File: src/design/fdsm_pkg.sv
// fast detect and signal monitor package: register map, fields, reset values
// assumes an apb slave with 32-bit data, one register per aligned word
//
// Functional notes
// RL1: flag pin is driven only while the fast-detect enable bit is 1.
// RL2: 13-bit upper threshold, low byte plus bits 4:0 of next register.
// RL3: 13-bit lower threshold, low byte plus 5-bit high field.
// RL4: 16-bit dwell count; flag clears after magnitude stays below lower that long.
// RL5: sync enable 0 ignores sysref; 1 lets sysref edges align the monitor.
// RL6: next-sync mode uses only the first sysref edge after arming.
// RL7: next-sync mode clears the sync enable bit once that edge arrives.
// RL8: next-sync mode 0 realigns the monitor on every sysref edge.
// RL9: sysref period must be an integer multiple of the monitor period.
// RL10: sysref input path must be enabled before relying on it for sync.
// RL11: peak detector runs only while monitor control bit 1 is set.
// RL12: 24-bit period in output clock cycles; low byte resets to 0x80.
// RL13: only even monitor periods may be programmed; the code also accepts and uses odd periods.
// RL14: force bit makes the flag pin show the force value instead.
// RL15: period bits 15:8 and 23:16 come from the two following bytes.
// RL16: flag sets when magnitude exceeds upper, holds until dwell met.
// RL17: peak detector keeps the largest magnitude per period, restarts at expiry.
package fdsm_pkg;
   // ---------------------------------------------------------------
   // register indexes; byte address is index times four
   // ---------------------------------------------------------------
   localparam logic [11:0] FDSM_IDX_FD_CTRL   = 12'h245;
   localparam logic [11:0] FDSM_IDX_UP_LO     = 12'h247;
   localparam logic [11:0] FDSM_IDX_UP_HI     = 12'h248;
   localparam logic [11:0] FDSM_IDX_LO_LO     = 12'h249;
   localparam logic [11:0] FDSM_IDX_LO_HI     = 12'h24A;
   localparam logic [11:0] FDSM_IDX_DW_LO     = 12'h24B;
   localparam logic [11:0] FDSM_IDX_DW_HI     = 12'h24C;
   localparam logic [11:0] FDSM_IDX_SYNC_CTRL = 12'h26F;
   localparam logic [11:0] FDSM_IDX_MON_CTRL  = 12'h270;
   localparam logic [11:0] FDSM_IDX_PER0      = 12'h271;
   localparam logic [11:0] FDSM_IDX_PER1      = 12'h272;
   localparam logic [11:0] FDSM_IDX_PER2      = 12'h273;
   localparam logic [11:0] FDSM_IDX_PEAK      = 12'h280;
   localparam logic [11:0] FDSM_IDX_IRQ_STAT  = 12'h281;
   localparam logic [11:0] FDSM_IDX_IRQ_EN    = 12'h282;
   localparam logic [11:0] FDSM_IDX_IRQ_CLR   = 12'h283;
   localparam int          FDSM_IDX_W         = 12;
   localparam int          FDSM_ADDR_W        = 14;
   // ---------------------------------------------------------------
   // field positions and widths
   // ---------------------------------------------------------------
   localparam int FDSM_FD_EN_BIT    = 0;
   localparam int FDSM_FORCE_VAL_BIT = 2;
   localparam int FDSM_FORCE_BIT    = 3;
   localparam int FDSM_SYNC_EN_BIT  = 0;
   localparam int FDSM_SYNC_NEXT_BIT = 1;
   localparam int FDSM_PEAK_EN_BIT  = 1;
   localparam int FDSM_THR_W        = 13;
   localparam int FDSM_HI_W         = 5;
   localparam int FDSM_DWELL_W      = 16;
   localparam int FDSM_PER_W        = 24;
   localparam int FDSM_MAG_W        = 13;
   localparam int FDSM_IRQ_W        = 4;
   // interrupt status bits
   localparam int FDSM_IRQ_FLAG_SET = 0;
   localparam int FDSM_IRQ_FLAG_CLR = 1;
   localparam int FDSM_IRQ_PERIOD   = 2;
   localparam int FDSM_IRQ_SYNC     = 3;
   // ---------------------------------------------------------------
   // reset values
   // ---------------------------------------------------------------
   localparam logic [7:0]  FDSM_RST_PER0 = 8'h80;
   localparam logic [7:0]  FDSM_RST_BYTE = 8'h00;
   localparam logic [31:0] FDSM_RD_ZERO  = 32'h0000_0000;
endpackage

File: src/design/fdsm_fast_detect.sv
// fast detect comparator with dwell release and force override
// assumes magnitude samples valid on every core_clk edge
`timescale 1ns/1ps
module fdsm_fast_detect
   import fdsm_pkg::*;
(
   input  wire logic                    core_clk,
   input  wire logic                    rst,
   input  wire logic                    fd_enable,
   input  wire logic                    force_en,
   input  wire logic                    force_val,
   input  wire logic [FDSM_THR_W-1:0]   upper_thr,
   input  wire logic [FDSM_THR_W-1:0]   lower_thr,
   input  wire logic [FDSM_DWELL_W-1:0] dwell_load,
   input  wire logic [FDSM_MAG_W-1:0]   fine_mag,
   output logic                         threshold_flag_pin,
   output logic                         det_ff
);
   logic [FDSM_DWELL_W-1:0] dwell_ff;

   // ---------------------------------------------------------------
   // detection state and dwell counter
   // ---------------------------------------------------------------
   always_ff @(posedge core_clk or posedge rst) begin
      if (rst) begin
         det_ff   <= 1'b0;
         dwell_ff <= '0;
      end else if (!fd_enable) begin
         det_ff   <= 1'b0; // function disabled [RL1]
         dwell_ff <= '0;
      end else if (fine_mag > upper_thr) begin
         det_ff   <= 1'b1; // over upper threshold [RL2] [RL16]
         dwell_ff <= dwell_load;
      end else if (det_ff && fine_mag < lower_thr) begin
         // count down below lower threshold [RL3] [RL4]
         if (dwell_ff == '0) begin
            det_ff <= 1'b0;
         end else begin
            dwell_ff <= dwell_ff - 1'b1;
         end
      end else begin
         dwell_ff <= dwell_load; // dwell restarts when not below lower [RL4]
      end
   end

   // pin output, registered
   always_ff @(posedge core_clk or posedge rst) begin
      if (rst) begin
         threshold_flag_pin <= 1'b0;
      end else begin
         threshold_flag_pin <= fd_enable & (force_en ? force_val : det_ff); // [RL1] [RL14]
      end
   end
endmodule

File: src/design/fdsm_monitor.sv
// signal monitor: period counter, peak detector, sysref alignment
// assumes sysref is synchronous to core_clk
`timescale 1ns/1ps
module fdsm_monitor
   import fdsm_pkg::*;
(
   input  wire logic                  core_clk,
   input  wire logic                  rst,
   input  wire logic                  peak_en,
   input  wire logic [FDSM_PER_W-1:0] period,
   input  wire logic                  sync_pulse,
   input  wire logic [FDSM_MAG_W-1:0] fine_mag,
   output logic [FDSM_MAG_W-1:0]      peak_ff,
   output logic                       expire
);
   logic [FDSM_PER_W-1:0] cnt_ff;
   logic [FDSM_MAG_W-1:0] track_ff;

   assign expire = peak_en && (cnt_ff + 1'b1 >= period);

   // ---------------------------------------------------------------
   // period counter, cleared by sync
   // ---------------------------------------------------------------
   always_ff @(posedge core_clk or posedge rst) begin
      if (rst) begin
         cnt_ff <= '0;
      end else if (!peak_en || sync_pulse || expire) begin
         cnt_ff <= '0; // [RL11] [RL5] [RL12]
      end else begin
         cnt_ff <= cnt_ff + 1'b1;
      end
   end

   // peak tracking with capture at expiry
   always_ff @(posedge core_clk or posedge rst) begin
      if (rst) begin
         track_ff <= '0;
         peak_ff  <= '0;
      end else if (!peak_en || sync_pulse) begin
         track_ff <= '0; // [RL11]
      end else if (expire) begin
         peak_ff  <= (fine_mag > track_ff) ? fine_mag : track_ff; // [RL17]
         track_ff <= '0;
      end else if (fine_mag > track_ff) begin
         track_ff <= fine_mag; // [RL17]
      end
   end
endmodule

File: src/design/fdsm_top.sv
// fast detect and signal monitor top with apb register slave
// assumes apb master on core_clk, one register per 32-bit word
//
// The APB register port was decided locally.
`timescale 1ns/1ps
module fdsm_top
   import fdsm_pkg::*;
(
   input  wire logic                   core_clk,
   input  wire logic                   rst,
   input  wire logic                   psel,
   input  wire logic                   penable,
   input  wire logic                   pwrite,
   input  wire logic [FDSM_ADDR_W-1:0] paddr,
   input  wire logic [31:0]            pwdata,
   output logic [31:0]                 prdata,
   output logic                        pready,
   output logic                        pslverr,
   input  wire logic [FDSM_MAG_W-1:0]  fine_mag,
   input  wire logic                   sysref,
   output logic                        threshold_flag_pin,
   output logic                        irq
);
   logic [7:0]              fd_ctrl_ff;
   logic [7:0]              up_lo_ff;
   logic [FDSM_HI_W-1:0]    up_hi_ff;
   logic [7:0]              lo_lo_ff;
   logic [FDSM_HI_W-1:0]    lo_hi_ff;
   logic [7:0]              dw_lo_ff;
   logic [7:0]              dw_hi_ff;
   logic                    sync_en_ff;
   logic                    sync_next_ff;
   logic                    peak_en_ff;
   logic [7:0]              per0_ff;
   logic [7:0]              per1_ff;
   logic [7:0]              per2_ff;
   logic [FDSM_IRQ_W-1:0]   irq_stat_ff;
   logic [FDSM_IRQ_W-1:0]   irq_en_ff;
   logic                    sysref_d_ff;
   logic                    det_prev_ff;
   logic                    det;
   logic                    sys_edge;
   logic                    sync_pulse;
   logic                    expire;
   logic [FDSM_MAG_W-1:0]   peak;
   logic                    wr;
   logic                    rd;
   logic                    hit;
   logic [FDSM_IDX_W-1:0]   idx;
   logic [FDSM_IRQ_W-1:0]   ev;
   logic [31:0]             nxt_rdata;

   // ---------------------------------------------------------------
   // apb decode
   // ---------------------------------------------------------------
   assign idx    = paddr[FDSM_ADDR_W-1:2];
   assign wr     = psel && penable && pwrite;
   assign rd     = psel && penable && !pwrite;
   assign pready = 1'b1; // zero wait states

   // address hit check
   always_comb begin
      unique case (idx)
         FDSM_IDX_FD_CTRL, FDSM_IDX_UP_LO, FDSM_IDX_UP_HI, FDSM_IDX_LO_LO,
         FDSM_IDX_LO_HI, FDSM_IDX_DW_LO, FDSM_IDX_DW_HI, FDSM_IDX_SYNC_CTRL,
         FDSM_IDX_MON_CTRL, FDSM_IDX_PER0, FDSM_IDX_PER1, FDSM_IDX_PER2,
         FDSM_IDX_PEAK, FDSM_IDX_IRQ_STAT, FDSM_IDX_IRQ_EN,
         FDSM_IDX_IRQ_CLR: hit = 1'b1;
         default:          hit = 1'b0;
      endcase
   end
   assign pslverr = psel && penable && !hit;

   // ---------------------------------------------------------------
   // configuration registers
   // ---------------------------------------------------------------
   always_ff @(posedge core_clk or posedge rst) begin
      if (rst) begin
         fd_ctrl_ff <= FDSM_RST_BYTE;
         up_lo_ff   <= FDSM_RST_BYTE;
         up_hi_ff   <= '0;
         lo_lo_ff   <= FDSM_RST_BYTE;
         lo_hi_ff   <= '0;
         dw_lo_ff   <= FDSM_RST_BYTE;
         dw_hi_ff   <= FDSM_RST_BYTE;
         peak_en_ff <= 1'b0;
         per0_ff    <= FDSM_RST_PER0; // [RL12]
         per1_ff    <= FDSM_RST_BYTE;
         per2_ff    <= FDSM_RST_BYTE;
         irq_en_ff  <= '0;
      end else if (wr) begin
         unique case (idx)
            FDSM_IDX_FD_CTRL: begin
               fd_ctrl_ff <= {4'h0, pwdata[FDSM_FORCE_BIT], pwdata[FDSM_FORCE_VAL_BIT],
                              1'b0, pwdata[FDSM_FD_EN_BIT]};
            end
            FDSM_IDX_UP_LO:  up_lo_ff   <= pwdata[7:0];
            FDSM_IDX_UP_HI:  up_hi_ff   <= pwdata[FDSM_HI_W-1:0]; // [RL2]
            FDSM_IDX_LO_LO:  lo_lo_ff   <= pwdata[7:0];
            FDSM_IDX_LO_HI:  lo_hi_ff   <= pwdata[FDSM_HI_W-1:0]; // [RL3]
            FDSM_IDX_DW_LO:  dw_lo_ff   <= pwdata[7:0];
            FDSM_IDX_DW_HI:  dw_hi_ff   <= pwdata[7:0];
            FDSM_IDX_MON_CTRL: peak_en_ff <= pwdata[FDSM_PEAK_EN_BIT]; // [RL11]
            FDSM_IDX_PER0:   per0_ff    <= pwdata[7:0];
            FDSM_IDX_PER1:   per1_ff    <= pwdata[7:0]; // [RL15]
            FDSM_IDX_PER2:   per2_ff    <= pwdata[7:0]; // [RL15]
            FDSM_IDX_IRQ_EN: irq_en_ff  <= pwdata[FDSM_IRQ_W-1:0];
            default: ;
         endcase
      end
   end

   // ---------------------------------------------------------------
   // sysref alignment
   // ---------------------------------------------------------------
   always_ff @(posedge core_clk or posedge rst) begin
      if (rst) begin
         sysref_d_ff <= 1'b0;
      end else begin
         sysref_d_ff <= sysref;
      end
   end
   assign sys_edge   = sysref && !sysref_d_ff;
   assign sync_pulse = sys_edge && sync_en_ff; // [RL5] [RL8] [RL6]

   // sync control; hardware clear wins over a same-cycle write
   always_ff @(posedge core_clk or posedge rst) begin
      if (rst) begin
         sync_en_ff   <= 1'b0;
         sync_next_ff <= 1'b0;
      end else begin
         if (wr && idx == FDSM_IDX_SYNC_CTRL) begin
            sync_next_ff <= pwdata[FDSM_SYNC_NEXT_BIT];
         end
         if (sync_pulse && sync_next_ff) begin
            sync_en_ff <= 1'b0; // one-shot disarm [RL6] [RL7]
         end else if (wr && idx == FDSM_IDX_SYNC_CTRL) begin
            sync_en_ff <= pwdata[FDSM_SYNC_EN_BIT];
         end
      end
   end

   // ---------------------------------------------------------------
   // sub-blocks
   // ---------------------------------------------------------------
   fdsm_fast_detect u_fd (
      .core_clk           (core_clk),
      .rst                (rst),
      .fd_enable          (fd_ctrl_ff[FDSM_FD_EN_BIT]),
      .force_en           (fd_ctrl_ff[FDSM_FORCE_BIT]),
      .force_val          (fd_ctrl_ff[FDSM_FORCE_VAL_BIT]),
      .upper_thr          ({up_hi_ff, up_lo_ff}),
      .lower_thr          ({lo_hi_ff, lo_lo_ff}),
      .dwell_load         ({dw_hi_ff, dw_lo_ff}),
      .fine_mag           (fine_mag),
      .threshold_flag_pin (threshold_flag_pin),
      .det_ff             (det)
   );

   fdsm_monitor u_mon (
      .core_clk   (core_clk),
      .rst        (rst),
      .peak_en    (peak_en_ff),
      .period     ({per2_ff, per1_ff, per0_ff}),
      .sync_pulse (sync_pulse),
      .fine_mag   (fine_mag),
      .peak_ff    (peak),
      .expire     (expire)
   );

   // ---------------------------------------------------------------
   // interrupts: sticky status, set wins over clear
   // ---------------------------------------------------------------
   always_ff @(posedge core_clk or posedge rst) begin
      if (rst) begin
         det_prev_ff <= 1'b0;
      end else begin
         det_prev_ff <= det;
      end
   end

   always_comb begin
      ev = '0;
      ev[FDSM_IRQ_FLAG_SET] = det && !det_prev_ff;
      ev[FDSM_IRQ_FLAG_CLR] = !det && det_prev_ff;
      ev[FDSM_IRQ_PERIOD]   = expire;
      ev[FDSM_IRQ_SYNC]     = sync_pulse;
   end

   always_ff @(posedge core_clk or posedge rst) begin
      if (rst) begin
         irq_stat_ff <= '0;
      end else if (wr && idx == FDSM_IDX_IRQ_CLR) begin
         irq_stat_ff <= (irq_stat_ff & ~pwdata[FDSM_IRQ_W-1:0]) | ev;
      end else begin
         irq_stat_ff <= irq_stat_ff | ev;
      end
   end
   assign irq = |(irq_stat_ff & irq_en_ff);

   // ---------------------------------------------------------------
   // read mux, registered data
   // ---------------------------------------------------------------
   always_comb begin
      nxt_rdata = FDSM_RD_ZERO;
      unique case (idx)
         FDSM_IDX_FD_CTRL:   nxt_rdata[7:0] = fd_ctrl_ff;
         FDSM_IDX_UP_LO:     nxt_rdata[7:0] = up_lo_ff;
         FDSM_IDX_UP_HI:     nxt_rdata[FDSM_HI_W-1:0] = up_hi_ff;
         FDSM_IDX_LO_LO:     nxt_rdata[7:0] = lo_lo_ff;
         FDSM_IDX_LO_HI:     nxt_rdata[FDSM_HI_W-1:0] = lo_hi_ff;
         FDSM_IDX_DW_LO:     nxt_rdata[7:0] = dw_lo_ff;
         FDSM_IDX_DW_HI:     nxt_rdata[7:0] = dw_hi_ff;
         FDSM_IDX_SYNC_CTRL: nxt_rdata[1:0] = {sync_next_ff, sync_en_ff};
         FDSM_IDX_MON_CTRL:  nxt_rdata[FDSM_PEAK_EN_BIT] = peak_en_ff;
         FDSM_IDX_PER0:      nxt_rdata[7:0] = per0_ff;
         FDSM_IDX_PER1:      nxt_rdata[7:0] = per1_ff;
         FDSM_IDX_PER2:      nxt_rdata[7:0] = per2_ff;
         FDSM_IDX_PEAK:      nxt_rdata[FDSM_MAG_W-1:0] = peak;
         FDSM_IDX_IRQ_STAT:  nxt_rdata[FDSM_IRQ_W-1:0] = irq_stat_ff;
         FDSM_IDX_IRQ_EN:    nxt_rdata[FDSM_IRQ_W-1:0] = irq_en_ff;
         default:            nxt_rdata = FDSM_RD_ZERO;
      endcase
   end

   // data captured in the setup cycle, stable through access
   always_ff @(posedge core_clk or posedge rst) begin
      if (rst) begin
         prdata <= FDSM_RD_ZERO;
      end else if (psel && !penable && !pwrite) begin
         prdata <= nxt_rdata;
      end
   end
endmodule

File: config.mk
export PLATFORM = sky130hd
export DESIGN_NAME = fdsm_top
export DESIGN_NICKNAME = d
export VERILOG_FILES = /design/src/design/fdsm_pkg.sv /design/src/design/fdsm_fast_detect.sv /design/src/design/fdsm_monitor.sv /design/src/design/fdsm_top.sv
export SDC_FILE = /design/constraint.sdc
export NUM_CORES = 1
export LEC_CHECK = 0
export ABC_AREA = 1
export BUFFER_PORTS_ARGS = -buffer_cell sky130_fd_sc_hd__buf_4
export CAP_MARGIN = 20
export CORE_ASPECT_RATIO = 0.9
export CORE_MARGIN = 8
export CORE_UTILIZATION = 54
export CTS_CLUSTER_SIZE = 30
export DETAILED_ROUTE_END_ITERATION = 6
export PLACE_DENSITY = 0.73
export SLEW_MARGIN = 40
export SYNTH_ARGS = -nofsm -noshare
export SYNTH_HDL_FRONTEND = slang
export SYNTH_SLANG_ARGS = --single-unit
File: constraint.sdc
create_clock -name core_clk -period 5.7 [get_ports core_clk]
set_input_delay 0 -clock core_clk [delete_from_list [all_inputs] [get_ports core_clk]]
set_output_delay 0 -clock core_clk [all_outputs]
set_load 0.02 [all_outputs]
Word-level counts from Yosys, hierarchy flattened

Index checks and enable logic that the tools add are counted.

Flip-flop bits (word level): 163
Input bits: 65
Output and inout bits: 36
Word-level logic and storage cells: 120

$add $sub $neg: 2
Magnitude comparators: 4
Eq/ne operators: 19
Muxes and demuxes: 23
Bitwise gates (word level): 7
Reduce and logical (&&, ||, !) cells: 41

Operators with widths:

| operator              | count |
|---|---|
| $eq 12x10->1 const B  | 16 |
| $mux 16               | 4 |
| $mux 13               | 3 |
| $pmux 1 s14           | 2 |
| $reduce_and 2->1      | 14 |
| $gt 13x13->1          | 2 |
| $pmux 2 s13           | 1 |
| $add 24x1->24 const B | 1 |
| $ge 24x24->1          | 1 |
| $mux 24               | 1 |
| $pmux 3 s8            | 1 |
| $logic_not 16->1      | 1 |
| $reduce_or 16->1      | 1 |
| $sub 16x1->16 const B | 1 |
| $logic_and 1x1->1     | 14 |
| $lt 13x13->1          | 1 |
| $pmux 1 s10           | 1 |
| $and 4x4->4           | 2 |
| $mux 1                | 8 |
| $or 4x4->4            | 2 |
| $logic_not 1->1       | 7 |
| $ne 3x1->1 const B    | 2 |
| $mux 5                | 1 |
| $mux 4                | 1 |
| 7 further kinds       | 8 |

Depth between registers and ports, before layout

Gate-level depths: netlist of run 1.

Word-level depth: 6
Gate-level depth with buffers: 25
Depth with buffers taken out: 24

Hierarchy

From an unflattened synthesis of run 1, not the netlist that was laid out.

Cells, all modules: 1518
Area, all modules: 10959.3 um^2

Modules (own cells, without submodules):

| module           | instances | cells each | area an instance (um^2) | seq. area each (um^2) |
|---|---|---|---|---|
| fdsm_top         | 1         | 662        | 5181.2                  | 2378.5 |
| fdsm_monitor     | 1         | 485        | 3604.7                  | 1251.2 |
| fdsm_fast_detect | 1         | 371        | 2173.3                  | 450.4 |

Worst setup path before layout of run 1

Ideal clock, no wire load.

Kind: reg-to-reg
Start point: register u_mon.cnt_ff[0]
End point: register u_mon.peak_ff[12]
Setup time: 117 ps
Arrival time: 2599 ps
Path slack: 2985 ps
Cell stages (with the launch flop): 26
Buffers on the path: 1
Clock period less this slack: 2715 ps
Cell sequence: dfrtp_1 ha_1 nand2_1 inv_1 nand2_1 inv_1 nand3_1 nor2_1 nand2_1 nor2_2 nand3_1 nand2_1 inv_1 ha_1 nand2_1 nor2_1 and2_1 nand3_1 inv_1 nand2_1 nand3_1 nand2_1 inv_1 buf_4 nand2_1 nand2_1

Word-level cells in the longest chain between the ends: 4

Ends and longest elaborated chain:

| what                              | RTL line           | RTL |
|---|---|---|
| start, declared                   | fdsm_monitor.sv:16 | `logic [FDSM_PER_W-1:0] cnt_ff;` |
| start signal, assigned            | fdsm_monitor.sv:30 | `cnt_ff <= cnt_ff + 1'b1;` |
| $add 24x1->24                     | fdsm_monitor.sv:19 | `assign expire = peak_en && (cnt_ff + 1'b1 >= period);` |
| $ge 24x24->1                      | fdsm_monitor.sv:19 |  |
| $logic_and 1x1->1                 | fdsm_monitor.sv:19 |  |
| $reduce_and 2->1 (no source line) | -                  |  |
| end signal, assigned              | fdsm_monitor.sv:42 | `peak_ff <= (fine_mag > track_ff) ? fine_mag : track_ff;` |
| end, declared                     | fdsm_monitor.sv:13 | `output logic [FDSM_MAG_W-1:0] peak_ff,` |

No other way between the ends.
A chain may end at the register's enable or synchronous reset.

Worst setup path after layout of run 1

Start point: register u_mon.cnt_ff[0]
End point: register u_mon.track_ff[3]

Word-level cells in the longest chain between the ends: 5

Ends and longest elaborated chain:

| what                 | RTL line           | RTL |
|---|---|---|
| $add 24x1->24        | fdsm_monitor.sv:19 |  |
| $ge 24x24->1         | fdsm_monitor.sv:19 |  |
| $logic_and 1x1->1    | fdsm_monitor.sv:19 |  |
| $mux 13              | fdsm_monitor.sv:41 | `end else if (expire) begin` |
| $mux 13              | fdsm_monitor.sv:39 | `end else if (!peak_en \|\| sync_pulse) begin` |
| end signal, assigned | fdsm_monitor.sv:45 | `track_ff <= fine_mag;` |
| end, declared        | fdsm_monitor.sv:17 | `logic [FDSM_MAG_W-1:0] track_ff;` |

No other way between the ends.

==> qor.yml, run 1 <==
run_status:
  status: "complete, no violations"
synthesis:
  ys_types: 41
  synth_enable_flop_cells: 0
  syn_area_per_cell_um2: 7.37
  syn_area_um2: 10200
  ys.flop_type: "dfrtp_1"
  syn_inst: 1384
  ys_warn_count: 0
  async_flop_share_pct: 100
  ys_ff_latch: 163
  ys_seq_area_share_pct: 40.0
clock_network:
  cts-root-buf: "clkbuf_16"
  numCtsBuffers: 17
  cts_setup_buffers: 0
  cts_resized: 0
  hold_buffers: 16
  cts.sinks: 163
  clock_latency_ns: 0.45
  tritoncts: "done"
  cts.clk_slew.worst_paths_ns: 0.07
  htree_levels: 4
  clockBufferDepth: 2
pwr:
  total_leakage_power_nw: 5.78
  peakVddDrop_mv: 0.190
  finalPower_mw: 2.84
  powerDensity_nw_per_um2: 248
route:
  routed_via_density: 5.37
  drt_iter0_drc: 981
  vias: 9146
  drt_first_pass_iters: 6
  drc: 0
  wl_per_cell_um: 16.3
  ant_nets: 0
  wl_um: 27800
placement:
  place_congestion: 0.950
  dp_hpwl_um: 20800
  io_buffers: 54
timing:
  drv_slew: 0
  hold_violations: 0
  min_period_ns: 3.72
  rsz0062_at_grt: "no"
  finClkSkew_ns: 0.0130
  fmax_ghz: 0.269
  setup_viol: 0
  finalSetupTns_ns: 0
  fin_crit_sh_pct: 65.2
  tightest_slew_ns: 0.784
  slew_headroom_pct: 47.5
final_layout:
  nets: 1575
  drive_gt1_share_pct: 10.4
  diodes: 0
  syn_to_final_growth_pct: 12.4
worst_setup_path:
  r2r-start: "u_mon.cnt_ff[0]"
  critPathKind: "flip-flop to flip-flop"
  endpoint_kind: "flip-flop"
  crit_arrival_ns: 4.07
  cp.required_ns: 6.05
  cp_max_fo: 36
  critPathLaunchType: "flip-flop"
  crit_start: "u_mon.cnt_ff[0]"
die:
  rows: 47
  fp.coreArea_um2: 18500
  dieArea_um2: 23600
  die_w_um: 161
  start_util_pct: 55.2
  ios: 101
  chipHeight_um: 146
worst_hold_path:
  min_path_type: "input port to flip-flop"
  hold_start: "pwdata[6]"
global_routing:
  grt.total_usage_pct: 23.8
  overflow: 0
  grt_pass1_vias: 8398
  grt_max_degree: 90
  grt_pass1_wl_um: 44300
  antenna_found_initial: 0
flow_run:
  drv_cap: 0
[power by group]
part | total (mW) | switching [mW] | internal [mW] | leakage, nW
Combinational | 0.418 | 0.298 | 0.120 | 3.28
Clock | 1.17 | 0.512 | 0.653 | 0.275
Sequential | 1.26 | 0.0450 | 1.22 | 2.23
[synthesized netlist by cell type, drive strengths merged (2+ instances only)]
library cell | n | area share, %
xor2 | 22 | 1.9
dfrtp | 162 | 40
nor4 | 6 | 0.43
xnor2 | 7 | 0.60
o22ai | 8 | 0.49
o21ai | 117 | 5.7
nand3 | 96 | 5.2
nor3 | 15 | 0.83
a21oi | 42 | 2.1
ha | 64 | 7.8
nand2 | 412 | 16
clkbuf | 7 | 0.26
buf | 42 | 2.7
inv | 186 | 6.8
nor2 | 160 | 7.0
nor3b | 2 | 0.15
nand4 | 24 | 1.5
conb | 2 | 0.074
o21bai | 2 | 0.15
[path summary, 6_finish.rpt]
check                           cells after the start                 to  slack (ns)
max in group asynchronous                           4    u_mon.cnt_ff[7]        4.39
worst max register to register                     15  u_mon.track_ff[3]        1.98
worst max-delay path                               15  u_mon.track_ff[3]        1.98
worst min register to register                      1     irq_stat_ff[0]        0.45
worst min-delay path                                3         per0_ff[6]        0.03
min in group asynchronous                           3        up_hi_ff[0]        0.21
[area by class of cell]
type	instances	area, um^2
Sequential cell	163	4080
Fill cell	1660	6990
Clock buffer	19	433
Inverter	186	706
Clock inverter	13	153
Multi-Input combinational cell	1004	5190
Tap cell	245	307
Timing Repair Buffer	74	602
[sequential cells by signal (all words and copies together), names as in the netlist, 3 cells and up]
name / count
u_mon.cnt_ff: 24
u_fd.dwell_ff: 16
prdata: 13
u_mon.peak_ff: 13
u_mon.track_ff: 13
dw_hi_ff: 8
dw_lo_ff: 8
lo_lo_ff: 8
per0_ff: 8
per1_ff: 8
per2_ff: 8
up_lo_ff: 8
lo_hi_ff: 5
up_hi_ff: 5
irq_en_ff: 4
irq_stat_ff: 4
fd_ctrl_ff: 3
[routing by layer]
layer  vias to the layer above  GRT usage [%]  wire (um)
li1                       4511              -          -
met1                      4242           34.3      12600
met2                       365           35.6      12300
met3                        28           5.62       2540
met4                         0           5.37        300
met5                         -              0          0
[cells by family (layout without fill, tap and decap cells)]
kind of cell | count (synthesis) | in the layout | share of synthesized area [%]
and+or+nand+nor | 719 | 719 | 31.1
buffers and inverters | 235 | 292 | 9.82
adders and majority gates | 64 | 64 | 7.85
DFF | 163 | 163 | 40.0
other | 2 | 20 | 0.0736
xor gates and xnor gates | 29 | 29 | 2.49
AOI/OAI and AO/OA | 172 | 172 | 8.71
[cells in the final DEF (no fill, tap or decap), types with 3 or more instances in the layout]
| cell type | n |
|---|---|
| nor2_4 | 10 |
| dlygate4sd3_1 | 17 |
| conb_1 | 20 |
| nor2_2 | 10 |
| nand4_1 | 23 |
| nand2_2 | 11 |
| clkinvlp_4 | 3 |
| xnor2_1 | 7 |
| nand2_4 | 4 |
| ha_1 | 64 |
| o21ai_0 | 42 |
| a21oi_1 | 41 |
| nand2_1 | 397 |
| nor3_1 | 13 |
| nand3_2 | 9 |
| clkbuf_16 | 17 |
| xor2_1 | 22 |
| nor4_1 | 5 |
| dfrtp_1 | 162 |
| clkinv_4 | 4 |
| buf_4 | 56 |
| nand3_1 | 87 |
| o21ai_1 | 75 |
| nor2_1 | 139 |
| inv_2 | 11 |
| inv_6 | 4 |
| inv_1 | 174 |
| o22ai_1 | 8 |
[worst max-delay path, cell delays in order, from the launching register on]
cell     delay, ns
dfrtp_1       0.39
nand3_1       0.19
nor2_1        0.29
nand2_1       0.15
nor2_1        0.30
nand4_1       0.15
xor2_1        0.22
inv_1         0.07
ha_1          0.29
a21oi_1       0.14
o21ai_0       0.08
a21oi_1       0.20
nand2_1       0.09
nor2_1        0.24
nand2_2       0.51
a21oi_1       0.31
[stage by stage]
step | cell area (um^2) | std cells | utilization, % | setup WS [ns] | hold slack, ns
after floorplan | 10300 | 1402 | - | 1.30 | 0.0314
after global placement | 10700 | 1655 | 58.0 | 2.10 | 0.126
after detailed placement | 10700 | 1655 | 58.0 | 2.06 | 0.122
after CTS | 11500 | 1703 | 62.0 | 2.03 | 0.00130
after global routing | 11500 | 1704 | 62.1 | 1.55 | 0.0216
final | 11500 | 1704 | 62.1 | 1.98 | 0.0310
No activity file was read; power rests on OpenSTA's default activity.
==> inputs of run 2 (changes only) <==
--- a/config.mk
+++ b/config.mk
@@ -13,7 +13,7 @@
 export CORE_UTILIZATION = 54
 export CTS_CLUSTER_SIZE = 30
 export DETAILED_ROUTE_END_ITERATION = 6
-export PLACE_DENSITY = 0.73
+export PLACE_DENSITY = 0.76
 export SLEW_MARGIN = 40
 export SYNTH_ARGS = -nofsm -noshare
 export SYNTH_HDL_FRONTEND = slang
==> constraint.sdc (replaced) <==
create_clock -name core_clk -period 3.4 [get_ports core_clk]
set_input_delay 0 -clock core_clk [delete_from_list [all_inputs] [get_ports core_clk]]
set_output_delay 0 -clock core_clk [all_outputs]
set_load 0.02 [all_outputs]
==> run 2 against run 1 <==
  * Cell area increased by 0.80%
  * Core utilization up 0.49 points
  * Sequential share of layout area is 0.28 points lower
  * Worst setup slack got worse by 1.7 ns
  * Sequential power increased by 68%
  * Global-route usage is 0.078 points higher
  * Die area is the same
  * Non-clock buffer count rose by 6
  * Sequential cell count unchanged
  * Critical path depth up 7
  * First-iteration DRC count fell by 8.3%
  * Critical path type unchanged
==> qor.yml, run 2 (synthesis results as in run 1) <==
final_layout:
  final_common_cell: "nand2_1"
  fillCellCount: 1627
  reg_top3: "u_mon.cnt_ff: 24 flops, u_fd.dwell_ff: 16 flops"
  syn_to_final_growth_pct: 13.3
  stdcell_area_um2: 11600
  final_util_pct: 62.6
  mostFrequentLayoutCells: "nand2_1 (396), inv_1 (173), dfrtp_1 (162)"
  nets: 1582
  drive_gt1_share_pct: 11.5
  diodes: 0
  largest_reg_flops: 24
  largest-register: "u_mon.cnt_ff"
worst_setup_path:
  crit_start: "u_mon.cnt_ff[0]"
  reg2reg_slack_ns: 0.31
  cp_max_fo: 24
  crit_arrival_ns: 3.40
  critPathKind: "flip-flop to flip-flop"
  cp_cell_sequence: "ha_1, nand2_1, inv_1, nand2_1, inv_1, nand3_1, nor2_2, nand2_1, nor2_2, nand3_1, nand2_1, inv_1, ha_1, nand2_1, nor2_1, and2_1, nand3_1, a21oi_1, nor2_2, nand2_2, buf_6, nor2_1"
  endpoint_kind: "flip-flop"
  cp.required_ns: 3.71
  crit_top_cell: "nand2_1"
  critical_path_buf_inv_count: 4
  worstSetupEndpoint: "u_mon.cnt_ff[23]"
  crit_family: "simple AND/OR/NAND/NOR gates"
  timing.rr.end: "u_mon.cnt_ff[23]"
  r2r-start: "u_mon.cnt_ff[0]"
  crit_path_top_delay_cell: "dfrtp_1"
  reg2regPathDepth: 22
  critPathLaunchType: "flip-flop"
  max_stage_delay_ns: 0.40
  worstSetupPathDepth: 22
clock_network:
  cts.clk_slew.worst_paths_ns: 0.07
  clock_latency_ns: 0.44
  clockBufferDepth: 2
  numCtsBuffers: 17
  tritoncts: "done"
  cts-root-buf: "clkbuf_16"
  htree_levels: 4
  cts.sinks: 163
timing:
  drv_slew: 0
  rsz0062_at_grt: "no"
  min_period_ns: 3.09
  slew_headroom_pct: 60.7
  setup_viol: 0
  hold_slack_ns: 0.0389
  hold_violations: 0
  setup_ws_ns: 0.311
  tightest_slew_ns: 0.589
  finalSetupTns_ns: 0
  fmax_ghz: 0.324
  finClkSkew_ns: 0.0110
  fin_crit_sh_pct: 90.8
route:
  routed_via_density: 5.37
  vias: 9186
  wl_um: 28000
  wl_per_cell_um: 16.4
  drc: 0
  ant_nets: 0
  drt_iter0_drc: 900
  drt_first_pass_iters: 5
placement:
  dpl_cell_area_um2: 10800
  pre_cts_ws_ns: 0.269
  dp_hpwl_um: 21100
  place_congestion: 0.924
  io_buffers: 54
global_routing:
  grtUsageMet2_pct: 36.4
  grt.total_usage_pct: 23.9
  gr-usage-met3_pct: 5.03
  grt_busiest_layer: "met2"
  grt_pass1_wl_um: 44800
  grt_max_degree: 86
  overflow: 0
  grt_pass1_vias: 8603
  antenna_found_initial: 0
  met1_usage_pct: 33.9
die:
  dieArea_um2: 23600
  rows: 47
  fp.coreArea_um2: 18500
  die_w_um: 161
  start_util_pct: 55.2
  chipHeight_um: 146
  ios: 101
worst_hold_path:
  min_path_type: "input port to flip-flop"
pwr:
  powerDensity_nw_per_um2: 415
  total_leakage_power_nw: 5.83
  peakVddDrop_mv: 0.395
flow_run:
  drv_cap: 0
run_status:
  status: "complete, no violations"
run 2: changes by cell type in the layout (fill, tap and decap cells not counted), sizes merged:
cell,previous run,this run
clkinv,4,5
buf,57,65
dlygate4sd3,17,15
clkbuf,19,17
bufinv,2,0
clkinvlp,3,4
inv,190,193
run 2: worst min path at each step:
stage                   start          end  slack (ns)  depth (start not counted)
global placement       sysref  sysref_d_ff        0.13                          1
global route        pwdata[7]   per2_ff[7]        0.04                          3
CTS                 pwdata[7]  lo_lo_ff[7]        0.02                          3
detailed placement     sysref  sysref_d_ff        0.13                          1
finish                penable    prdata[3]        0.04                          5
floorplan              sysref  sysref_d_ff        0.03                          0
run 2: per-layer routing:
layer  share of wire, %  up-vias
met2                 45      344
met4                1.7        0
met1                 45     4292
met5                  0        -
met3                8.1       33
li1                   -     4517
run 2: per-stage QoR:
stage | power, mW | cells
detailed placement | 2.86 | 1662
global placement | 2.84 | 1661
floorplan | 2.63 | 1402
finish | 4.80 | 1711
global route | 4.99 | 1711
CTS | 4.77 | 1709
run 2: layout make-up:
type / count / area (um^2) / share of cell area, %
inverter: 186 / 706 / 6.10
sequential: 163 / 4080 / 35.3
tap: 245 / 307 / 2.65
timing repair buffer: 80 / 674 / 5.83
clock inverter: 15 / 158 / 1.36
timing repair inverter: 1 / 7.51 / 0.0649
multi-input combinational: 1004 / 5200 / 45.0
clock buffer: 17 / 425 / 3.68
run 2: power breakdown:
group	switching, mW	total [mW]	internal (mW)
combinational	0.529	0.773	0.244
sequential	0.0790	2.12	2.04
clock	0.925	1.91	0.984
run 2: repair_timing:
item,CTS,global route
endpoints found under the setup margin,0,49
buffers inserted,0,1
endpoints found under the hold margin,95,0
hold buffers,15,0
resized for setup,0,8
run 2: worst reg2reg max path: stages (launching register included):
cell and delay (ns):
dfrtp_1 0.40, ha_1 0.18, nand2_1 0.05, inv_1 0.07
nand2_1 0.12, inv_1 0.14, nand3_1 0.13, nor2_2 0.15
nand2_1 0.09, nor2_2 0.13, nand3_1 0.08, nand2_1 0.09
inv_1 0.04, ha_1 0.26, nand2_1 0.06, nor2_1 0.10
and2_1 0.15, nand3_1 0.09, a21oi_1 0.17, nor2_2 0.09
nand2_2 0.08, buf_6 0.22, nor2_1 0.09
